$ cat config.mk
export PLATFORM = sky130hd
export DESIGN_NAME = sfc_flow
export DESIGN_NICKNAME = d
export VERILOG_FILES = /design/src/sfc_pkg.sv /design/src/sfc_skid.sv /design/src/sfc_flow.sv
export SDC_FILE = /design/constraint.sdc
export NUM_CORES = 1
export LEC_CHECK = 0
export ABC_AREA = 1
export BUFFER_PORTS_ARGS = -buffer_cell sky130_fd_sc_hd__buf_4
export CORE_ASPECT_RATIO = 1.5
export CORE_UTILIZATION = 52
export CTS_CLUSTER_SIZE = 20
export DETAILED_ROUTE_END_ITERATION = 10
export GPL_TIMING_DRIVEN = 0
export PLACE_DENSITY = 0.79
export SLEW_MARGIN = 20
export SYNTH_ARGS = -nofsm -noshare
export SYNTH_HDL_FRONTEND = slang
export SYNTH_SLANG_ARGS = --single-unit
$ cat constraint.sdc
create_clock -name ref_clk_in -period 1.7 [get_ports ref_clk_in]
set_input_delay 0.085 -clock ref_clk_in [delete_from_list [all_inputs] [get_ports ref_clk_in]]
set_output_delay 0.085 -clock ref_clk_in [all_outputs]
set_load 0.05 [all_outputs]
$ cat src/sfc_pkg.sv
// Purpose: Shared constants and carriers for the serial software flow control block
// Assumes: 8-bit serial characters, one system clock
// Notes: Thresholds give hysteresis on the receive buffer fill level
package sfc_pkg;
   localparam int unsigned BYTE_W = 8;
   localparam logic [7:0] CHAR_PAUSE = 8'h13;
   localparam logic [7:0] CHAR_RESUME = 8'h11;
   localparam int unsigned RXBUF_DEPTH = 64;
   localparam int unsigned LVL_W = 7;
   localparam logic [6:0] RX_HIGH_MARK = 7'h30;
   localparam logic [6:0] RX_LOW_MARK = 7'h10;
   localparam logic [6:0] LVL_ZERO = 7'h00;
   localparam logic [6:0] LVL_ONE = 7'h01;
   localparam logic [1:0] SKID_DEPTH = 2'h2;
   localparam logic [1:0] SKID_ZERO = 2'h0;
   localparam logic [1:0] SKID_ONE = 2'h1;
   localparam logic SKID_IDX_ZERO = 1'h0;
   localparam logic SKID_IDX_ONE = 1'h1;

   typedef enum logic [1:0] {
      SFC_CFG_NONE,
      SFC_CFG_SET,
      SFC_CFG_QUERY
   } sfc_cfg_op_t;

   typedef struct packed {
      sfc_cfg_op_t op;
      logic tx_present;
      logic tx_value;
      logic rx_present;
      logic rx_value;
   } sfc_cfg_t;

   typedef struct packed {
      logic valid;
      logic [7:0] data;
   } sfc_byte_t;
endpackage : sfc_pkg

$ cat src/sfc_skid.sv
// Purpose: Two-entry buffer with valid and ready on both sides
// Assumes: Single clock, asynchronous active-high reset
// Notes: Input ready is high whenever an entry is free
`timescale 1ns/1ns
module sfc_skid
   import sfc_pkg::*;
(
   // Clock and reset
   input wire logic ref_clk_in,
   input wire logic rst_in,
   // Fill side
   input wire logic in_valid_in,
   input wire logic [7:0] in_data_in,
   output logic in_ready_out,
   // Drain side
   output logic out_valid_out,
   output logic [7:0] out_data_out,
   input wire logic out_ready_in
);
   typedef struct packed {
      logic [1:0][7:0] mem;
      logic rd;
      logic wr;
      logic [1:0] cnt;
      logic rdy;
   } sfc_skid_state_t;

   sfc_skid_state_t s_q;
   sfc_skid_state_t s_d;
   logic push;
   logic pop;

   // Ready is registered so the block's payload ready pin comes from a flop
   assign in_ready_out = s_q.rdy;
   assign out_valid_out = (s_q.cnt != SKID_ZERO);
   assign out_data_out = s_q.mem[s_q.rd];
   assign push = in_valid_in && in_ready_out;
   assign pop = out_valid_out && out_ready_in;

   always_comb begin
      s_d = s_q;
      if (push) begin
         s_d.mem[s_q.wr] = in_data_in;
         s_d.wr = ~s_q.wr;
      end
      if (pop) begin
         s_d.rd = ~s_q.rd;
      end
      if (push && !pop) begin
         s_d.cnt = s_q.cnt + SKID_ONE;
      end else if (pop && !push) begin
         s_d.cnt = s_q.cnt - SKID_ONE;
      end
      s_d.rdy = (s_d.cnt != SKID_DEPTH);
   end

   always_ff @(posedge ref_clk_in or posedge rst_in) begin
      if (rst_in) begin
         s_q <= '0;
         s_q.rdy <= 1'b1;
      end else begin
         s_q <= s_d;
      end
   end
endmodule : sfc_skid

$ cat src/sfc_flow.sv
// Purpose: XON/XOFF software flow control between transmit path and serial line
// Assumes: One 250 MHz clock, asynchronous active-high reset acting as power-on
// Notes: Received pause/resume characters are consumed only while transmit control is on
`timescale 1ns/1ns

module sfc_flow
   import sfc_pkg::*;
(
   // Clock and reset
   input wire logic ref_clk_in,
   input wire logic rst_in,
   // Configuration command and online reset
   input wire sfc_cfg_t cfg_in,
   input wire logic online_reset_in,
   output logic query_valid_out,
   output logic query_value_out,
   output logic tx_en_out,
   output logic rx_en_out,
   // Payload from the converter to the serial line
   input wire logic pay_valid_in,
   input wire logic [7:0] pay_data_in,
   output logic pay_ready_out,
   // Serial transmitter
   output logic ser_tx_valid_out,
   output logic [7:0] ser_tx_data_out,
   input wire logic ser_tx_ready_in,
   // Serial receiver
   input wire logic ser_rx_valid_in,
   input wire logic [7:0] ser_rx_data_in,
   // Receive buffer fill level
   input wire logic [6:0] rx_level_in,
   // Status
   output logic tx_paused_out,
   output logic rx_throttled_out
);
   typedef struct packed {
      logic tx_en;
      logic rx_en;
      logic tx_paused;
      logic rx_throttled;
      logic need_pause;
      logic need_resume;
      logic query_valid;
      logic query_value;
      logic ser_valid;
      logic [7:0] ser_data;
   } sfc_flow_state_t;

   sfc_flow_state_t s_q;
   sfc_flow_state_t s_d;
   logic buf_valid;
   logic [7:0] buf_data;
   logic buf_take;
   logic ser_free;
   logic ctrl_pending;

   function automatic logic is_char(input logic v, input logic [7:0] d, input logic [7:0] c);
      is_char = v && (d == c);
   endfunction : is_char

   // Payload goes through a two-entry buffer so a stall by the line loses nothing
   sfc_skid u_skid (
      .ref_clk_in(ref_clk_in),
      .rst_in(rst_in),
      .in_valid_in(pay_valid_in),
      .in_data_in(pay_data_in),
      .in_ready_out(pay_ready_out),
      .out_valid_out(buf_valid),
      .out_data_out(buf_data),
      .out_ready_in(buf_take)
   );

   assign ser_free = !s_q.ser_valid || ser_tx_ready_in;
   assign ctrl_pending = s_q.need_pause || s_q.need_resume;
   assign buf_take = ser_free && !ctrl_pending && buf_valid && !s_q.tx_paused;

   always_comb begin
      s_d = s_q;
      s_d.query_valid = 1'b0;
      if (s_q.ser_valid && ser_tx_ready_in) begin
         s_d.ser_valid = 1'b0;
      end
      if (online_reset_in) begin
         s_d.tx_en = 1'b0;
         s_d.rx_en = 1'b0;
         s_d.tx_paused = 1'b0;
         s_d.rx_throttled = 1'b0;
         s_d.need_pause = 1'b0;
         s_d.need_resume = 1'b0;
      end else if (cfg_in.op == SFC_CFG_SET) begin
         if (cfg_in.tx_present) begin
            s_d.tx_en = cfg_in.tx_value;
         end
         if (cfg_in.rx_present) begin
            s_d.rx_en = cfg_in.rx_value;
         end
      end else if (cfg_in.op == SFC_CFG_QUERY) begin
         s_d.query_valid = 1'b1;
         s_d.query_value = s_q.tx_en || s_q.rx_en;
      end
      // Transmit pausing by received characters
      if (!s_q.tx_en) begin
         s_d.tx_paused = 1'b0;
      end else if (is_char(ser_rx_valid_in, ser_rx_data_in, CHAR_PAUSE)) begin
         s_d.tx_paused = 1'b1;
      end else if (is_char(ser_rx_valid_in, ser_rx_data_in, CHAR_RESUME)) begin
         s_d.tx_paused = 1'b0;
      end
      if (online_reset_in) begin
         s_d.tx_paused = 1'b0;
      end
      // Receive throttling with hysteresis
      // Online reset must not queue a pause character on its way out
      if (!s_q.rx_en || online_reset_in) begin
         s_d.rx_throttled = 1'b0;
         s_d.need_pause = 1'b0;
         s_d.need_resume = 1'b0;
      end else if (!s_q.rx_throttled && rx_level_in >= RX_HIGH_MARK) begin
         s_d.rx_throttled = 1'b1;
         s_d.need_pause = 1'b1;
         s_d.need_resume = 1'b0;
      end else if (s_q.rx_throttled && rx_level_in <= RX_LOW_MARK) begin
         s_d.rx_throttled = 1'b0;
         s_d.need_resume = 1'b1;
         s_d.need_pause = 1'b0;
      end
      // Output mux: flow characters go ahead of payload, even while paused
      if (ser_free) begin
         if (s_q.need_pause) begin
            s_d.ser_valid = 1'b1;
            s_d.ser_data = CHAR_PAUSE;
            s_d.need_pause = 1'b0;
         end else if (s_q.need_resume) begin
            s_d.ser_valid = 1'b1;
            s_d.ser_data = CHAR_RESUME;
            s_d.need_resume = 1'b0;
         end else if (buf_take) begin
            s_d.ser_valid = 1'b1;
            s_d.ser_data = buf_data;
         end
      end
   end

   always_ff @(posedge ref_clk_in or posedge rst_in) begin
      if (rst_in) begin
         s_q <= '0;
      end else begin
         s_q <= s_d;
      end
   end

   assign query_valid_out = s_q.query_valid;
   assign query_value_out = s_q.query_value;
   assign tx_en_out = s_q.tx_en;
   assign rx_en_out = s_q.rx_en;
   assign ser_tx_valid_out = s_q.ser_valid;
   assign ser_tx_data_out = s_q.ser_data;
   assign tx_paused_out = s_q.tx_paused;
   assign rx_throttled_out = s_q.rx_throttled;
endmodule : sfc_flow

* Word-level counts from Yosys, hierarchy flattened
Cells that the tools add are included.
Storage, ports and cells: register bits 38, input port bits 35, output and inout port bits 16, logic and storage cells 98
Operators by class: add/subtract/negate cells 2, $lt $le $gt $ge 5, eq/ne operators 6, multiplexer cells 31, bitwise operators 4, reductions and logical operators 34
Operator list (number):
- 2-to-1 mux 9 bit | 4
- 2-to-1 mux 8 bit | 3
- bitwise mux 16 bit | 1
- == test 8 x 5 -> 1 bit, second input constant | 2
- 2-to-1 mux 2 bit | 8
- logical AND 1 bit | 13
- 2-to-1 mux 1 bit | 10
- 2-to-1 mux 3 bit | 3
- demux 8 bit (select 1 bit) | 1
- nonzero test 2 bit | 4
- greater-or-equal comparator 7 x 6 -> 1 bit, second input constant | 1
- less-or-equal comparator 7 x 5 -> 1 bit, second input constant | 1
- zero test 1 bit | 7
- AND reduction 2 bit | 3
- logical OR 1 bit | 4
- less-than comparator 1 x 2 -> 1 bit, second input constant | 2
- 2-to-1 mux 4 bit | 1
- inequality test 4 x 2 -> 1 bit, second input constant | 1
- NOT 1 bit | 4
- nonzero test 4 bit | 1
- AND reduction 3 bit | 1
- nonzero test 3 bit | 1
- adder 2 x 1 -> 2 bit, second input constant | 1
- == test 2 x 1 -> 1 bit, second input constant | 1
- 4 further kinds | 4

* Longest topological paths before layout
Gate-level depths: netlist (run 1).
depth in word-level cells 10, mapped depth 9, gate-level depth less buffers 9

* By module
Synthesis (run 1) repeated with hierarchy kept, for this count alone.
Unflattened totals: cell total of the unflattened synthesis 233, area, all modules 1899.3 um2
By module, submodules not included:
- sfc_skid | instances 1, cells each 117, area an instance 988.4 um2, seq. area each 526.8 um2
- sfc_flow | instances 1, cells each 116, area an instance 910.9 um2, seq. area each 425.4 um2

* Worst setup path after synthesis (run 1)
Ideal clock, no wire load.
path type reg-to-reg, start point register u_skid.s_q, in the netlist u_skid.in_ready_out, end point register u_skid.s_q[12] (netlist bit), library setup time 0.117 ns, data arrival time 1.355 ns, required time 1.583 ns, setup slack 0.228 ns, stages on the path, launching flop included 7, buffers on the path 2, clock period less this slack 1.472 ns, cells stage by stage dfstp_2 > nand2_2 > or2_1 > buf_6 > buf_8 > nand2_2 > o21ai_2
Between the ends: cells in the longest elaborated chain, start to end 1
RTL lines:
- start: declaration | RTL line sfc_skid.sv:28 | sfc_skid_state_t s_q;
- logical AND 1 bit | RTL line sfc_skid.sv:37 | assign push = in_valid_in && in_ready_out;
Every way passes these cells. A chain may end at the register's enable or synchronous reset.

==> results of run 1 <==
==> sequential cells by signal (all words and copies together), names as in the netlist <==
name / flops
query_valid_out: 1
query_value_out: 1
rx_en_out: 1
rx_throttled_out: 1
s_q: 2
ser_tx_data_out: 8
ser_tx_valid_out: 1
tx_en_out: 1
tx_paused_out: 1
u_skid.in_ready_out: 1
u_skid.s_q: 20
==> layout by cell type (no fill, tap or decap) <==
cell	instances
a21o_1	6
a21oi_1	11
a31oi_1	1
buf_12	1
buf_2	2
buf_4	58
buf_6	1
buf_8	1
clkbuf_1	1
clkbuf_8	6
clkinv_2	1
dfrtp_1	37
dfstp_2	1
dlygate4sd3_1	2
ha_1	1
inv_1	27
inv_2	2
nand2_1	51
nand2_2	9
nand2_4	2
nand3_1	6
nand3_2	1
nand3_4	1
nand4_1	1
nor2_1	12
nor2_4	2
nor3_1	4
o21ai_0	15
o21ai_1	1
o21ai_2	8
or2_1	1
xor2_1	1
==> power groups by stage <==
stage | registers [uW] | clock network (uW) | logic, uW
after floorplan | 1480 | 0 | 1300
after global placement | 1420 | 0 | 1740
after detailed placement | 1430 | 0 | 1800
after CTS | 1410 | 654 | 1800
after global routing | 1450 | 691 | 1970
final | 1410 | 641 | 1780
==> worst max path at each step <==
stage | from | end | slack, ns | cells after the start
finish | u_skid.s_q[1]$_DFF_PP0_ | u_skid.s_q[1]$_DFF_PP0_ | 0.29 | 8
global route | u_skid.s_q[1]$_DFF_PP0_ | u_skid.s_q[1]$_DFF_PP0_ | 0.20 | 8
CTS | u_skid.s_q[1]$_DFF_PP0_ | u_skid.s_q[1]$_DFF_PP0_ | 0.28 | 8
detailed placement | u_skid.s_q[1]$_DFF_PP0_ | u_skid.s_q[1]$_DFF_PP0_ | 0.30 | 8
global placement | rst_in | u_skid.s_q[8]$_DFFE_PP0P_ | 0.27 | 2
floorplan | u_skid.in_ready_out$_DFF_PP1_ | u_skid.s_q[12]$_DFFE_PP0P_ | 0.23 | 6
==> routing by layer <==
layer	up-vias	part of all wire (%)	global-route usage (%)
met5	-	0	0
met4	0	2.3	12.35
met3	8	3.0	3.992
li1	784	-	-
met2	33	55	39.41
met1	698	40	24.12
==> cell families (layout without fill, tap and decap cells) <==
logic type      count (synthesis)  in the layout
buf+inv                        41            102
flops                          38             38
xor+xnor                        1              1
fa+ha+maj                       1              1
simple gates                   90             90
compound gates                 42             42
==> per-stage QoR <==
stage	std cells	util (%)	power, uW	setup slack (ns)
2_1_floorplan	213	-	2787	0.2278
3_3_place_gp	305	67.07	3160	0.2665
3_5_place_dp	306	67.66	3226	0.2971
4_1_cts	316	70.92	3871	0.2837
5_1_grt	316	70.92	4109	0.2048
6_report	316	70.92	3835	0.2890
==> synth_stat cells <==
library cell  count  area share, %
a21o_1            6            2.4
nand2_4           2            1.2
buf_4             8            3.2
nor2_4            2            1.2
nand3_4           1           0.94
a21oi_1          11            3.0
nand3_2           1           0.54
or2_1             1           0.34
dfrtp_1          37             50
buf_8             1           0.81
nor2_1           12            2.4
nand3_1           6            1.6
inv_1            28            5.6
nand2_1          51             10
dfstp_2           1            1.4
nor3_1            4            1.1
xor2_1            1           0.47
buf_2             2           0.54
a31oi_1           1           0.34
o21ai_1           1           0.27
nand4_1           1           0.34
inv_2             1           0.20
o21ai_2           8            3.8
buf_6             1           0.60
o21ai_0          15            4.0
ha_1              1           0.67
nand2_2           9            3.0
==> repair_timing <==
item | in CTS | in global routing
hold endpoints to repair | 12 | 0
resized for setup | 0 | 0
setup buffers | 0 | 0
hold buffers | 2 | 0
==> final cells by class <==
| cell class | count | area (um2) |
|---|---|---|
| fillers | 293 | 993.5 |
| flip-flops and latches | 38 | 952.2 |
| multi-input cells | 134 | 705.7 |
| repair buffers | 53 | 415.4 |
| inverters | 29 | 108.9 |
| plain buffers | 12 | 96.34 |
| clock buffers | 7 | 86.33 |
| well taps | 42 | 52.55 |
| clock inverters | 1 | 5.005 |
==> worst max-delay path: cells and delay by family, from the launching register on <==
kind / cells / cell delay, ns
and+or+nand+nor: 5 / 0.63
DFF: 1 / 0.35
buffers and inverters: 2 / 0.11
adders and majority gates: 1 / 0.22
==> results.yml, run 1 <==
run_status:
  status: "finished, final reports clean"
global_route:
  grtUsageTotal_pct: 21.84
  grt_pass1_wl_um: 6051
  grt_max_degree: 27
  grt_overflow_total: 0
  grt_pass1_vias: 1463
  antenna_found_initial: 0
yosys:
  syn_nets: 249
  netlist_area_um2: 1863
  synth_cell_types: 27
  yosys_warnings: 0
  synthCells: 213
  synth_top_family_by_area: "simple AND/OR/NAND/NOR gates"
  synth_simple_gate_area_share_pct: 22.97
  ys_seq_area_share_pct: 51.11
  ys_ff_latch: 38
  synth-compound-area-share_pct: 13.77
  avgSynthCellArea_um2: 8.747
  muxShareOfSynthArea_pct: 0
  synthAdderAreaFrac_pct: 0.6716
  synth_xor_area_share_pct: 0.4701
clocking:
  cts.sinks: 38
  cts_buffers: 5
  cts-root-buf: "clkbuf_8"
  cts.path.max_buffers: 2
  clk_latency_ns: 0.29
  htreeDepth: 2
  clk_pin_slew_ns: 0.07
  cts_tree: "yes"
critical_path:
  rr_worst_depth: 8
  end_kind: "flip-flop"
  cp_slowest_cell: "dfrtp_1"
  crit_fanout: 8
  cpPeakStageDelay_ns: 0.35
  worst_ep_arrival_time_ns: 1.60
  path_cells: "inv_1 > ha_1 > nor2_4 > nand3_4 > nand2_4 > nand3_1 > nand2_2 > inv_1"
  critPathRequiredTime_ns: 1.89
  cp_common_cell: "inv_1"
  path_class: "reg2reg"
  ff2ff_setup_slack_ns: 0.29
  regToRegEndpoint: "u_skid.s_q[1]$_DFF_PP0_"
  r2r_start: "u_skid.s_q[1]$_DFF_PP0_"
  worstSetupStartpointType: "flip-flop"
die:
  dieArea_um2: 3831
  coreArea_um2: 3416
  die_h_um: 75.31
  start_util_pct: 54.54
  ios: 51
  die_w_um: 50.87
  rows: 26
job:
  cap_violations: 0
sta:
  fmax_ghz: 0.7087
  hold_ws_ns: 0.01486
  relSlewSlack_pct: 78.58
  fin_crit_ns: 1.411
  slew_viol_final: 0
  setup_viol_count_final: 0
  grt_setup_unrepaired: "no"
  tightestPinTransition_ns: 0.3188
  finalHoldViolCount: 0
  skew_ns: 0.004673
  fin_tns_setup_ns: 0
  fin_crit_sh_pct: 83.00
cells_and_area:
  fin_nets: 309
  diodes: 0
  area_growth_pct: 30.02
  design_area_um2: 2422
  drive_gt1_share_pct: 35.04
power:
  pwr-share-comb_pct: 46.5
  leakage_uw: 0.001317
  p_int_uw: 2274
  pwr_density_cell_nw_per_um2: 1583
  p_switching_uw: 1561
  power_frac_seq_pct: 36.8
  ir_worst_vdd_mv: 1.065
  p_clk_share_pct: 16.7
  switching_share_pct: 40.71
min_path:
  min_from: "online_reset_in"
  min_path_type: "in2reg"
  hold_depth: 2
  min_to: "query_valid_out$_DFF_PP0_"
route:
  dr_total_vias: 1523
  wl_per_cell_um: 11.33
  routed_wl_um: 3581
  drt-initial-drc-count: 43
  via_per_inst: 4.820
  first_pass_iters: 4
  drc: 0
  ant_nets: 0
placed_design:
  dp_hpwl_um: 2731
  routabilityCongestion: 0.7155
  port_buffers: 50
  dpl_cell_area_um2: 2311
Power figures use the tool's default switching activity.
==> inputs of run 2 (changes only) <==
- ABC_AREA: 1 -> 0
- CORE_UTILIZATION: 52 -> 51
- clock period: 1.7 -> 1.4 ns (I/O delays scaled with it)
==> run 2 against run 1 <==
  * The flow now finishes with violations (setup timing)
  * Register-to-register slack got worse by 0.54 ns
  * Utilization up 9.6 points
  * Sequential power rose by 31%
  * Area after synthesis down 5.2%
  * Sequential cell count unchanged
  * Via count down 5.9%
==> results.yml, run 2 <==
yosys:
  synthArstFlopShare_pct: 100.0
  yosys_warnings: 0
  netlist_top_cells_area: "dfrtp_1 52%, mux2_2 10%, mux2i_1 5.1%, buf_4 3.4%, nand2_1 3.4%"
  synth_top_area_share_pct: 52.45
  ys.flop_type: "dfrtp_1"
  netlist_area_um2: 1765
  ys_ff_latch: 38
  synth.most_common_cell: "dfrtp_1"
  synth_cell_types: 36
  syn_nets: 191
  avgSynthCellArea_um2: 11.39
  yosys.area.top_type: "dfrtp_1"
  synth_edf_count: 0
  ys_seq_area_share_pct: 53.93
  synthCells: 155
  netlist_top_cells_count: "37 x dfrtp_1, 16 x mux2_2, 16 x nand2_1, 9 x mux2i_1"
critical_path:
  path_class: "reg2reg"
  ff2ff_setup_slack_ns: -0.25
  cp_slowest_cell: "dfrtp_1"
  path_cells: "inv_2 > ha_4 > nor4_4 > and2_4 > buf_6 > a21oi_1 > o32ai_2"
  worstSetupStartpointType: "flip-flop"
  crit_fanout: 5
  r2r_start: "u_skid.s_q[2]$_DFF_PP0_"
  regToRegEndpoint: "u_skid.s_q[2]$_DFF_PP0_"
  rr_worst_depth: 7
  end_kind: "flip-flop"
  critPathRequiredTime_ns: 1.60
  cpPeakStageDelay_ns: 0.41
  worst_ep_arrival_time_ns: 1.85
min_path:
  min_to: "u_skid.s_q[7]$_DFFE_PP0P_"
  min_path_type: "in2reg"
  min_from: "pay_data_in[2]"
  hold_depth: 2
clocking:
  cts_buffers: 5
  htreeDepth: 2
  clk_pin_slew_ns: 0.07
  cts.path.max_buffers: 2
  clk_latency_ns: 0.29
  cts.sinks: 38
  cts-root-buf: "clkbuf_8"
  cts_tree: "yes"
placed_design:
  dp_hpwl_um: 2719
  pre_cts_slack_ns: -0.3078
  routabilityCongestion: 0.6961
  port_buffers: 50
global_route:
  grt_overflow_total: 0
  antenna_found_initial: 0
  grt_pass1_wl_um: 6610
  grtUsageTotal_pct: 24.48
  grt_max_degree: 39
  grt_pass1_vias: 1511
route:
  drt-initial-drc-count: 14
  drc: 0
  dr_total_vias: 1433
  routed_wl_um: 4225
  via_per_inst: 5.408
  first_pass_iters: 4
  ant_nets: 0
  wl_per_cell_um: 15.94
sta:
  fin_crit_sh_pct: 117.9
  slew_viol_final: 0
  tightestPinTransition_ns: 0.7706
  layout_setup_ws_ns: -0.2507
  setup_viol_count_final: 14
  fin_crit_ns: 1.651
  relSlewSlack_pct: 48.56
  skew_ns: 0.004110
  finalHoldViolCount: 0
  hold_ws_ns: 0.02060
  fmax_ghz: 0.6058
  grt_setup_unrepaired: "yes"
cells_and_area:
  diodes: 0
  layout_commonest_cell: "buf_4"
  final_cell_mix: "66 x buf_4, 35 x dfrtp_1, 15 x mux2_2"
  drive_gt1_share_pct: 56.00
  largest_reg_flops: 20
  fin_nets: 260
  area_growth_pct: 46.85
  top_register: "u_skid.s_q"
run_status:
  violations: "setup timing"
  status: "complete, but fails checks"
die:
  coreArea_um2: 3222
  dieArea_um2: 3706
  ios: 51
  die_w_um: 50.04
  start_util_pct: 54.80
  rows: 25
  die_h_um: 74.06
power:
  ir_worst_vdd_mv: 1.593
  leakage_uw: 0.001223
  pwr_density_cell_nw_per_um2: 2222
job:
  cap_violations: 0
-- run 2: area by class of cell --
cell class / instances / area [um2]
plain buffers: 10 / 76.32
fillers: 183 / 629.4
clock buffers: 7 / 86.33
clock inverters: 1 / 5.005
inverters: 6 / 22.52
repair buffers: 63 / 496.7
well taps: 40 / 50.05
flip-flops and latches: 38 / 958.4
multi-input cells: 100 / 897.1
-- run 2: what timing repair did --
item	in CTS	in global routing
setup buffers	6	5
gates resized for setup	22	19
cloned	1	0
hold buffers	3	0
endpoints found under the setup margin	29	28
hold endpoints to repair	41	0
pin swaps	12	11
-- run 2: worst max-delay path: cells and delay by family (launching register included) --
| kind | cells | cell delay, ns |
|---|---|---|
| AOI/OAI and AO/OA | 2 | 0.28 |
| adders and majority gates | 1 | 0.18 |
| buffers and inverters | 2 | 0.20 |
| DFF | 1 | 0.41 |
| and+or+nand+nor | 2 | 0.48 |
-- run 2: worst max path at each step --
stage / slack [ns] / to / from
6_report: -0.25 / u_skid.s_q[2]$_DFF_PP0_ / u_skid.s_q[2]$_DFF_PP0_
5_1_grt: -0.29 / u_skid.s_q[2]$_DFF_PP0_ / u_skid.s_q[2]$_DFF_PP0_
4_1_cts: -0.20 / u_skid.s_q[2]$_DFF_PP0_ / u_skid.s_q[2]$_DFF_PP0_
3_5_place_dp: -0.31 / u_skid.in_ready_out$_DFF_PP1_ / u_skid.s_q[1]$_DFF_PP0_
3_3_place_gp: -0.26 / u_skid.s_q[1]$_DFF_PP0_ / u_skid.s_q[1]$_DFF_PP0_
2_1_floorplan: -0.13 / u_skid.s_q[10]$_DFFE_PP0P_ / u_skid.in_ready_out$_DFF_PP1_
-- run 2: cells by family (layout without fill, tap and decap cells) --
family | after synthesis | in the layout | synth area share [%]
mux | 25 | 25 | 15.31
buf+inv | 18 | 87 | 5.740
flops | 38 | 38 | 53.93
compound gates | 25 | 25 | 9.427
xor+xnor | 3 | 3 | 1.489
simple gates | 45 | 46 | 13.39
fa+ha+maj | 1 | 1 | 0.7086
-- run 2: layer usage --
metal | up-vias | GRT usage (%) | routed length [um]
met2 | 49 | 48.15 | 2492
met3 | 8 | 6.135 | 203
li1 | 672 | - | -
met4 | 0 | 10.48 | 85
met5 | - | 0 | 0
met1 | 704 | 23.35 | 1443
-- run 2: where the power goes --
| group | leakage, uW | switching, uW | internal, uW | total, uW |
|---|---|---|---|---|
| Clock | 0.0000482 | 378 | 397 | 775 |
| Combinational | 0.000714 | 1610 | 1520 | 3130 |
| Sequential | 0.000460 | 295 | 1560 | 1850 |
-- run 2: per-stage QoR --
step                power (uW)  cells  cell area, um2  TNS [ns]  util [%]
finish                    5761    265            2592    -1.664     80.47
global route              6061    265            2592    -2.308     80.47
CTS                       5324    261            2475    -1.193     76.82
detailed placement        4137    245            2233    -3.288     69.32
global placement          4011    245            2233    -2.427     69.32
floorplan                 3546    155            1808    -1.502         -
